`src/design/sac_regs.svh`:
```
// Register indices, field positions, reset values and timing counts
// for the converter control block. Definitions only.
`ifndef SAC_REGS_SVH
`define SAC_REGS_SVH

// Register indices; the byte address on the bus is four times the index
`define SAC_IDX_CTRL_LO 16'h1050
`define SAC_IDX_CTRL_HI 16'h1051
`define SAC_IDX_RES_LO 16'h1052
`define SAC_IDX_RES_HI 16'h1053
`define SAC_IDX_STATUS 16'h1054
`define SAC_IDX_MASK 16'h1055

// converter_control_low fields
`define SAC_CL_ENABLE 7
`define SAC_CL_START 6
`define SAC_CL_REF 5
`define SAC_CL_FLAG 4
`define SAC_CL_CHAN 3:0
// converter_control_high fields
`define SAC_CH_IRQ 7
`define SAC_CH_TRIG 5:3
`define SAC_CH_ALIGN 2
`define SAC_CH_DIV 1:0
// Status and mask fields
`define SAC_EV_DONE 0
`define SAC_EV_DROP 1
`define SAC_EV_BITS 1:0

// Reset values
`define SAC_CTRL_RST 8'h00
`define SAC_EV_RST 2'h0
`define SAC_RES_RST 12'h000

// Codes
`define SAC_CHAN_CORE 4'hF
`define SAC_TRIG_SW 3'h0
`define SAC_NUM_TIMERS 6

// Conversion timing, in converter clock ticks; the last two in nanoseconds
`define SAC_SETUP_LAST 6'h09
`define SAC_CONV_LAST 6'h39
`define SAC_PHASE_LAST 2'h3
`define SAC_MSB_IDX 4'hB
`define SAC_SAR_FIRST 12'h800
`define SAC_MIN_CONV_NS 20000
`define SAC_CLK_NS 100

`endif

```
`src/design/sac_pkg.sv`:
```
// Types shared by the converter control block and its helpers.
// Assumes sac_regs.svh is on the include path.
`include "sac_regs.svh"
package sac_pkg;

    typedef enum logic [1:0] {
        SAC_IDLE = 2'b00,
        SAC_SETUP = 2'b01,
        SAC_CONV = 2'b10
    } sac_state_t;

    typedef struct packed {
        logic [15:0] address;
        logic read;
        logic write;
        logic [31:0] writedata;
        logic [3:0] byteenable;
    } sac_av_req_t;

    // Toward the analog core and input multiplexer
    typedef struct packed {
        logic powered;
        logic sample;
        logic [11:0] trial;
        logic [3:0] chan;
        logic core_supply;
        logic ref_ext;
    } sac_afe_t;

    typedef struct packed {
        logic [2:0] cnt;
        logic tick;
    } sac_div_t;

    typedef struct packed {
        sac_state_t state;
        logic en;
        logic sw_go;
        logic ref_ext;
        logic conversion_complete_flag;
        logic [3:0] chan;
        logic irqf;
        logic [2:0] trig_sel;
        logic align;
        logic [1:0] clk_div;
        logic [11:0] res;
        logic [11:0] sar;
        logic [5:0] tcnt;
        logic [3:0] bidx;
        logic [1:0] phase;
        logic [1:0] sts;
        logic [1:0] msk;
        logic irq;
        logic waitreq;
        logic [7:0] rdata;
        sac_afe_t afe;
    } sac_st_t;

endpackage : sac_pkg

```
`src/design/sac_adc_ctrl.sv`:
```
// Control logic of a 12-bit successive-approximation converter, with
// its register file on an Avalon-MM slave with waitrequest.
// Assumes the analog core answers comp_hi on the same clock, high when
// the input is at or above the trial code, and that timer match, stop
// mode and interrupt acknowledge come from logic on sys_clk.
`include "sac_regs.svh"
module sac_adc_ctrl #(
    parameter int NUM_TIMERS = `SAC_NUM_TIMERS
) (
    input wire logic sys_clk,
    input wire logic rst,
    input sac_pkg::sac_av_req_t av_req,
    output logic [31:0] av_readdata,
    output logic av_waitrequest,
    input wire logic comp_hi,
    input wire logic [NUM_TIMERS-1:0] timer_match,
    input wire logic stop_mode,
    input wire logic int_ack,
    output sac_pkg::sac_afe_t afe,
    output logic irq
);
    sac_pkg::sac_st_t q, d;
    logic tick, start, active, wr, done_w, drop_w;
    logic [7:0] wd;
    logic [11:0] sar_n;

    function automatic logic hit(input logic [15:0] a,
                                 input logic [15:0] idx);
        return (a[15:2] == idx[13:0]) && (a[1:0] == 2'h0);
    endfunction : hit

    function automatic logic [7:0] read_mux(input sac_pkg::sac_st_t s,
                                            input logic [15:0] a);
        logic [7:0] v;
        v = 8'h00;
        if (hit(a, `SAC_IDX_CTRL_LO)) begin
            // Start bit always reads back as zero
            v = {s.en, 1'b0, s.ref_ext, s.conversion_complete_flag, s.chan};
        end else if (hit(a, `SAC_IDX_CTRL_HI)) begin
            v = {s.irqf, 1'b0, s.trig_sel, s.align, s.clk_div};
        end else if (hit(a, `SAC_IDX_RES_LO)) begin
            v = s.align ? s.res[7:0] : {s.res[3:0], 4'h0};
        end else if (hit(a, `SAC_IDX_RES_HI)) begin
            v = s.align ? {4'h0, s.res[11:8]} : s.res[11:4];
        end else if (hit(a, `SAC_IDX_STATUS)) begin
            v = {6'h00, s.sts};
        end else if (hit(a, `SAC_IDX_MASK)) begin
            v = {6'h00, s.msk};
        end
        return v;
    endfunction : read_mux

    sac_clkdiv u_div (
        .sys_clk(sys_clk),
        .rst(rst),
        .run(q.state != sac_pkg::SAC_IDLE),
        .div_sel(q.clk_div),
        .tick(tick)
    );

    sac_trig #(
        .NUM_TIMERS(NUM_TIMERS)
    ) u_trig (
        .sys_clk(sys_clk),
        .rst(rst),
        .sel(q.trig_sel),
        .sw_go(q.sw_go),
        .timer_match(timer_match),
        .start(start)
    );

    assign active = q.en && !stop_mode;
    assign wd = av_req.writedata[7:0];
    // Writes take effect only on the edge that ends the wait
    assign wr = av_req.write && !q.waitreq && av_req.byteenable[0];

    always_comb begin
        d = q;
        d.sw_go = 1'b0;
        done_w = 1'b0;
        drop_w = 1'b0;
        sar_n = q.sar;
        // One wait cycle, then a single answer cycle
        if ((av_req.read || av_req.write) && q.waitreq) begin
            d.waitreq = 1'b0;
            d.rdata = read_mux(q, av_req.address);
        end else begin
            d.waitreq = 1'b1;
        end
        if (wr && hit(av_req.address, `SAC_IDX_CTRL_LO)) begin
            d.en = wd[`SAC_CL_ENABLE];
            // start pulse on write of one
            d.sw_go = wd[`SAC_CL_START];
            d.ref_ext = wd[`SAC_CL_REF];
            d.chan = wd[`SAC_CL_CHAN];
            if (!wd[`SAC_CL_ENABLE]) begin
                d.conversion_complete_flag = 1'b0;
            end
        end
        if (wr && hit(av_req.address, `SAC_IDX_CTRL_HI)) begin
            if (!wd[`SAC_CH_IRQ]) begin
                d.irqf = 1'b0;
            end
            d.trig_sel = wd[`SAC_CH_TRIG];
            d.align = wd[`SAC_CH_ALIGN];
            d.clk_div = wd[`SAC_CH_DIV];
        end
        if (wr && hit(av_req.address, `SAC_IDX_STATUS)) begin
            d.sts = q.sts & ~wd[`SAC_EV_BITS];
        end
        if (wr && hit(av_req.address, `SAC_IDX_MASK)) begin
            d.msk = wd[`SAC_EV_BITS];
        end
        if (int_ack) begin
            d.irqf = 1'b0;
        end
        if (stop_mode) begin
            d.conversion_complete_flag = 1'b0;
        end
        unique case (q.state)
            sac_pkg::SAC_IDLE: begin
                if (start && active) begin
                    d.state = sac_pkg::SAC_SETUP;
                    d.tcnt = 6'h00;
                    d.conversion_complete_flag = 1'b0;
                    d.afe.chan = q.chan;
                    d.afe.core_supply = (q.chan == `SAC_CHAN_CORE);
                end else if (start) begin
                    drop_w = 1'b1;
                end
            end
            sac_pkg::SAC_SETUP: begin
                drop_w = start;
                if (!active) begin
                    d.state = sac_pkg::SAC_IDLE;
                end else if (tick) begin
                    d.tcnt = q.tcnt + 6'h01;
                    if (q.tcnt == `SAC_SETUP_LAST) begin
                        d.state = sac_pkg::SAC_CONV;
                        d.sar = `SAC_SAR_FIRST;
                        d.bidx = `SAC_MSB_IDX;
                        d.phase = 2'h0;
                    end
                end
            end
            sac_pkg::SAC_CONV: begin
                drop_w = start;
                if (!active) begin
                    d.state = sac_pkg::SAC_IDLE;
                end else if (tick) begin
                    d.tcnt = q.tcnt + 6'h01;
                    d.phase = q.phase + 2'h1;
                    if (q.phase == `SAC_PHASE_LAST) begin
                        // keep or drop the trial bit
                        sar_n[q.bidx] = comp_hi;
                        if (q.bidx == 4'h0) begin
                            done_w = 1'b1;
                            d.res = sar_n;
                            d.state = sac_pkg::SAC_IDLE;
                        end else begin
                            sar_n[q.bidx - 4'h1] = 1'b1;
                            d.bidx = q.bidx - 4'h1;
                        end
                        d.sar = sar_n;
                    end
                end
            end
            default: begin
                d.state = sac_pkg::SAC_IDLE;
            end
        endcase
        if (done_w) begin
            d.conversion_complete_flag = 1'b1;
            d.irqf = 1'b1;
            d.sts[`SAC_EV_DONE] = 1'b1;
        end
        if (drop_w) begin
            d.sts[`SAC_EV_DROP] = 1'b1;
        end
        d.irq = |(d.sts & d.msk);
        d.afe.powered = d.en && !stop_mode;
        d.afe.sample = (d.state == sac_pkg::SAC_SETUP);
        d.afe.trial = d.sar;
        d.afe.ref_ext = d.ref_ext;
    end

    always_ff @(posedge sys_clk or posedge rst) begin
        if (rst) begin
            q <= '0;
            q.waitreq <= 1'b1;
        end else begin
            q <= d;
        end
    end

    assign av_readdata = {24'h000000, q.rdata};
    assign av_waitrequest = q.waitreq;
    assign afe = q.afe;
    assign irq = q.irq;
endmodule : sac_adc_ctrl

```
`src/design/sac_clkdiv.sv`:
```
// Converter clock divider: one-cycle tick every 1, 2, 4 or 8 cycles.
// Assumes run stays high for a whole conversion.
`include "sac_regs.svh"
module sac_clkdiv (
    input wire logic sys_clk,
    input wire logic rst,
    input wire logic run,
    input wire logic [1:0] div_sel,
    output logic tick
);
    sac_pkg::sac_div_t q, d;
    logic [2:0] lim;

    always_comb begin
        lim = 3'(({1'b0, 2'b00} + 3'h1) << div_sel) - 3'h1;
        d = q;
        // Restart on idle so the first tick lands a full period later
        if (!run) begin
            d.cnt = 3'h0;
            d.tick = 1'b0;
        end else if (q.cnt >= lim) begin
            d.cnt = 3'h0;
            d.tick = 1'b1;
        end else begin
            d.cnt = q.cnt + 3'h1;
            d.tick = 1'b0;
        end
    end

    always_ff @(posedge sys_clk or posedge rst) begin
        if (rst) begin
            q <= '0;
        end else begin
            q <= d;
        end
    end

    assign tick = q.tick;
endmodule : sac_clkdiv

```
`src/design/sac_trig.sv`:
```
// Start trigger selection: software start pulse or a timer match edge.
// Timer match signals come from logic on the same clock.
`include "sac_regs.svh"
module sac_trig #(
    parameter int NUM_TIMERS = `SAC_NUM_TIMERS
) (
    input wire logic sys_clk,
    input wire logic rst,
    input wire logic [2:0] sel,
    input wire logic sw_go,
    input wire logic [NUM_TIMERS-1:0] timer_match,
    output logic start
);
    logic [NUM_TIMERS-1:0] prev_q, prev_d, edge_w;

    generate
        if (NUM_TIMERS < 1 || NUM_TIMERS > `SAC_NUM_TIMERS) begin : g_chk
            $error("NUM_TIMERS must be 1 to 6");
        end
    endgenerate

    assign edge_w = timer_match & ~prev_q;

    always_comb begin
        prev_d = timer_match;
        start = 1'b0;
        if (sel == `SAC_TRIG_SW) begin
            start = sw_go;
        end else begin
            for (int i = 0; i < NUM_TIMERS; i++) begin
                if (sel == 3'(i + 1)) begin
                    start = edge_w[i];
                end
            end
        end
    end

    always_ff @(posedge sys_clk or posedge rst) begin
        if (rst) begin
            prev_q <= '0;
        end else begin
            prev_q <= prev_d;
        end
    end
endmodule : sac_trig

```
`config.mk`:
```
export PLATFORM = sky130hd
export DESIGN_NAME = sac_adc_ctrl
export DESIGN_NICKNAME = d
export VERILOG_FILES = /design/src/design/sac_pkg.sv /design/src/design/sac_adc_ctrl.sv /design/src/design/sac_clkdiv.sv /design/src/design/sac_trig.sv
export VERILOG_INCLUDE_DIRS = /design/src /design/src/design
export SDC_FILE = /design/constraint.sdc
export NUM_CORES = 1
export LEC_CHECK = 0
export BUFFER_PORTS_ARGS = -buffer_cell sky130_fd_sc_hd__clkbuf_2
export CAP_MARGIN = 20
export CORE_MARGIN = 3
export CORE_UTILIZATION = 40
export CTS_CLUSTER_DIAMETER = 50
export DETAILED_ROUTE_END_ITERATION = 8
export HOLD_SLACK_MARGIN = 0.02
export PLACE_DENSITY = 0.7
export RECOVER_POWER = 25
export REMOVE_ABC_BUFFERS = 1
export SYNTH_ARGS = -nofsm -noshare
export SYNTH_HDL_FRONTEND = slang
export SYNTH_SLANG_ARGS = --single-unit
```
`constraint.sdc`:
```
create_clock -name sys_clk -period 3 [get_ports sys_clk]
set_clock_uncertainty 0.1 [all_clocks]
set_input_delay 0.15 -clock sys_clk [delete_from_list [all_inputs] [get_ports sys_clk]]
set_output_delay 0.15 -clock sys_clk [all_outputs]
set_load 0.02 [all_outputs]
```
-- After elaboration in Yosys (flattened, before gate mapping)
Index checks and enable logic that the tools add are counted.
W data, S select, Z words.
- logic and storage cells: 177
- output and inout port bits: 54
- flip-flop bits (word level): 84
- equality and inequality tests: 27
- $lt $le $gt $ge: 5
- mux-type cells: 68
- add/sub/neg operators: 5
- bitwise logic cells: 6
- reductions and logical operators: 38
- shift operators: 1
- operators by type and width (operator ; number):
    $mux W24 ; 4
    $eq A14 B13 Y1 const B ; 6
    $mux W8 ; 8
    $mux W12 ; 3
    $mux W1 ; 27
    $pmux W12 S2 ; 1
    $mux W2 ; 11
    $logic_and A1 B1 Y1 ; 18
    $pmux W6 S3 ; 1
    $mux W4 ; 4
    $bwmux W12 ; 1
    $mux W6 ; 2
    $ne A2 B2 Y1 const B ; 6
    $or A12 B12 Y12 ; 1
    $pmux W6 S2 ; 1
    $reduce_and A6 Y1 ; 2
    $lt A4 B5 Y1 const B ; 2
    $eq A3 B3 Y1 const B ; 3
    $demux W1 S4 ; 2
    $ge A4 B1 Y1 const B ; 2
    $reduce_and A8 Y1 ; 1
    $mux W7 ; 1
    $reduce_and A7 Y1 ; 1
    $add A6 B1 Y6 const B ; 1
    other kinds (30) ; 41

-- Depth between registers and ports, before layout
- depth in word-level cells: 15
- gate-level depth with buffers: 8
- depth with buffers taken out: 7

-- Cells and area by module
From an unflattened synthesis, not the netlist that was laid out.
- cells, all modules: 511
- area total of the unflattened synthesis: 5003.5 um2
- by module, submodules not included (module ; cells an instance ; instances ; area each (um2)):
    sac_adc_ctrl ; 469 ; 1 ; 4514.3
    sac_clkdiv ; 24 ; 1 ; 247.7
    sac_trig ; 18 ; 1 ; 241.5

-- Least setup slack after synthesis
Ideal clock, no wire load.
- kind: register to register
- start: register q[36] (netlist name)
- end: register q[61] (netlist name)
- slack: 1007 ps
- arrival: 1759 ps
- path buffers: 1
- cell stages (with the launch flop): 8
- period minus slack after synthesis: 1993 ps
- required time: 2766 ps
- cell sequence: dfrtp_1 -> inv_1 -> ha_1 -> nor3b_1 -> nand4_1 -> clkbuf_1 -> nand2_1 -> o21ai_0
- word-level cells in the longest chain between the ends: 5
- elaborated cells between the ends (all ways): 8
- classes of those cells: 2 x order compare; 3 x mux; 3 x reduce/logical
- RTL lines (item ; line ; text):
    start: declaration ; sac_adc_ctrl.sv:22 ; sac_pkg::sac_st_t q, d;
    $lt A4 B5 Y1 (implied by the code) / $ge A4 B1 Y1 (equally long branches) ; sac_adc_ctrl.sv:155 ; sar_n[q.bidx] = comp_hi;
    $logic_and A1 B1 Y1 (implied by the code) ; sac_adc_ctrl.sv:155 ;
    $mux W1 (implied by the code) ; sac_adc_ctrl.sv:155 ;
    $demux W1 S4 ; sac_adc_ctrl.sv:155 ;
    $bwmux W12 ; sac_adc_ctrl.sv:155 ;
Parallel ways exist; a longest one is shown, timed or not.
A chain may end at the register's enable or synchronous reset.

==> flow_summary.json <==
{
  "track_usage": 0.170,
  "max_slew_margin": -0.0978,
  "grt_pass1_wl_um": 19800,
  "path_buf_inv": 4,
  "synth-adder-area-share": 0.0365,
  "synth_mux_area_frac": 0.0814,
  "drt-vias-per-instance": 5.33,
  "hold_class": "in -> reg",
  "syn_inst": 530,
  "cts_max_level": 3,
  "dieHeight_um": 119,
  "violations": "max-capacitance violations, max-slew violations",
  "synth_compound_area_frac": 0.173,
  "synthesis.area_um2": 5140,
  "cp_top_family": "buffers and inverters",
  "cts_tree": "built",
  "path_cells": "inv_1 -> ha_1 -> nor3b_1 -> buf_4 -> nand4_1 -> buf_4 -> inv_1 -> a21o_1 -> a22o_1",
  "cp-start-kind": "flop",
  "crit_path_end_kind": "flop",
  "report.final.slew_viol_count": 38,
  "layout_common_cells": "83 x dfrtp_1, 56 x nand2_1, 55 x clkbuf_2",
  "worstMarginPinSlew_ns": 1.64,
  "crit_required_ns": 3.13,
  "swShare": 0.219,
  "synth_top_area_share": 0.404,
  "grt_max_degree": 38,
  "status": "finished, violations left",
  "maxCapViolations": 1,
  "clk_pin_slew_worst_paths_ns": 0.07,
  "synth.area.top_cells": "dfrtp_1 40%, buf_4 7.7%, nand2_1 4.1%",
  "synth_flop_cell": "dfrtp_1",
  "antenna_found_initial": 0,
  "fin_hold_ws_ns": 0.0225,
  "start_util": 0.419,
  "synth-async-reset-ratio": 1.00,
  "place_hpwl_um": 8810,
  "synth-xor-area-share": 0.00341,
  "vias": 4011,
  "fin_nets": 659,
  "cts-buffers-inserted": 9,
  "synth_top_family_by_area": "simple AND/OR/NAND/NOR gates",
  "synth_edf_count": 0,
  "die_w_um": 119,
  "critPathMaxFanout": 25,
  "fin_util": 0.474,
  "crit_path_max_incr_delay_ns": 0.45,
  "clk_path_buf_depth": 2,
  "final_common_cell": "dfrtp_1",
  "ant_nets": 0,
  "rows": 40,
  "setup_violations": 0,
  "io_pins": 119,
  "crit_slowest_cell": "dfrtp_1",
  "worstSkewPairLatency_ns": 0.34,
  "finalCriticalPeriod_ns": 2.34,
  "clockPowerShare": 0.496,
  "cts.root.buffer_cell": "clkbuf_16",
  "final.setup.tns_ns": 0,
  "yosysUniqueCellTypes": 72,
  "p_per_area_nw_per_um2": 447,
  "diodes": 0,
  "area_growth_pct": 13.2,
  "core-area_um2": 12300,
  "synth_area_leader_cell": "dfrtp_1",
  "drt-pass1-iter-count": 4,
  "syn_avg_cell_area_um2": 9.69,
  "power.switching_mw": 0.570,
  "die-area_um2": 14200,
  "worstSetupPathType": "reg -> reg",
  "internal-power_mw": 2.03,
  "synth_warnings": 0,
  "ys_ff_latch": 84,
  "drc": 0,
  "grt-ovfl-total": 0,
  "first_global_vias": 3984,
  "ir_drop_mv": 0.225,
  "wl_per_cell_um": 15.9,
  "cts.sinks": 84,
  "synth-seq-area-share": 0.410,
  "dr.first_iter.drc_count": 448,
  "comb_power_share": 0.062,
  "ctsResizeCount": 0,
  "rsz0062_at_grt": "false",
  "max_freq_mhz": 427,
  "yosys.area_share.simple": 0.185,
  "port_buffers": 67,
  "period_share": 0.781,
  "finalHoldViolations": 0,
  "arrival_ns": 2.47,
  "drive_gt1_frac": 0.200,
  "pwr-share-seq": 0.442,
  "wl_um": 11900,
  "p_leak_nw": 2.68,
  "gp_congestion": 0.828
}
-- logic make-up (layout without fill, tap and decap cells) --
| group | Yosys count | count (layout) |
|---|---|---|
| buf+inv | 96 | 127 |
| other cells | 1 | 24 |
| simple gates | 168 | 168 |
| compound gates | 125 | 125 |
| fa+ha+maj | 15 | 15 |
| xor+xnor | 2 | 2 |
| mux | 39 | 39 |
| flops | 84 | 84 |
-- final timing paths --
check | startpoint | end | slack [ns] | cells past startpoint
setup / recovery | q[36] | irq | 0.66 | 9
hold / removal | av_req[11] | q[84] | 0.02 | 2
setup reg to reg | q[36] | irq | 0.66 | 9
hold reg to reg | u_div.q[1] | u_div.q[1] | 0.39 | 1
max in group asynchronous | rst | u_div.q[1] | 1.13 | 4
min in group asynchronous | rst | afe[6] | 0.63 | 3
-- synth_stat cells, types with 3 or more instances --
library cell	number
nand2_1	56
mux2_2	18
buf_4	53
o21ai_0	40
a21boi_0	6
nand2b_1	14
nor4b_1	3
nor2_1	25
dfrtp_1	83
o22a_1	4
or3_1	3
ha_1	15
and2_1	8
a22oi_1	4
o31ai_1	3
a22o_1	3
inv_1	24
nand3_1	8
a221oi_1	4
a21oi_1	13
nand4_1	7
o2bb2ai_1	14
or2_2	3
nor4bb_1	4
nor2b_1	10
clkbuf_1	17
a21o_1	6
nor3_1	3
mux2i_1	20
-- area by class of cell --
type                            count  area [um2]
Timing Repair Buffer               87         508
Clock buffer                       10         239
Clock inverter                      6         111
Fill cell                        1124        6450
Inverter                           24        91.3
Sequential cell                    84        2100
Tap cell                          168         210
Multi-Input combinational cell    373        2550
-- per-stage QoR --
stage | total power [mW] | cell area, um2 | std cells | setup WS (ns)
global placement | 1.31 | 5330 | 721 | 0.713
detailed placement | 1.32 | 5330 | 721 | 0.676
finish | 2.60 | 5810 | 752 | 0.657
floorplan | 1.25 | 4740 | 481 | 0.483
CTS | 2.64 | 5830 | 752 | 0.669
global route | 2.70 | 5810 | 752 | 0.446
-- sequential cells by signal (all words and copies together) (netlist names) --
signal and flops:
av_waitrequest 1, afe 20, u_div.tick 1, irq 1
av_readdata 8, u_div.q 3, q 44, u_trig.prev_q 6
-- per-layer routing --
metal / routed length, um / track usage / vias up / share of wire
met1: 5400 / 0.223 / 1940 / 0.45
met5: 0 / 0 / - / 0
met3: 616 / 0.0351 / 23 / 0.052
met4: 192 / 0.0544 / 0 / 0.016
li1: - / - / 1921 / -
met2: 5710 / 0.283 / 127 / 0.48
-- power groups by stage --
stage                     clock [mW]  sequential, mW  combinational (mW)
final                           1.29            1.15               0.162
after floorplan                    0            1.18              0.0757
after global routing            1.37            1.15               0.178
after detailed placement           0            1.17               0.148
after CTS                       1.33            1.15               0.164
after global placement             0            1.17               0.144
-- worst register-to-register path, stage by stage, from the launching register on --
cell,delay (ns)
dfrtp_1,0.45
inv_1,0.09
ha_1,0.37
nor3b_1,0.21
buf_4,0.18
nand4_1,0.09
buf_4,0.24
inv_1,0.12
a21o_1,0.18
a22o_1,0.20
-- repair_timing --
action	in CTS	in global routing
setup buffers	0	0
hold buffers	15	0
endpoints found under the setup margin	0	0
hold endpoints to repair	54	0
Power figures use the tool's default switching activity.
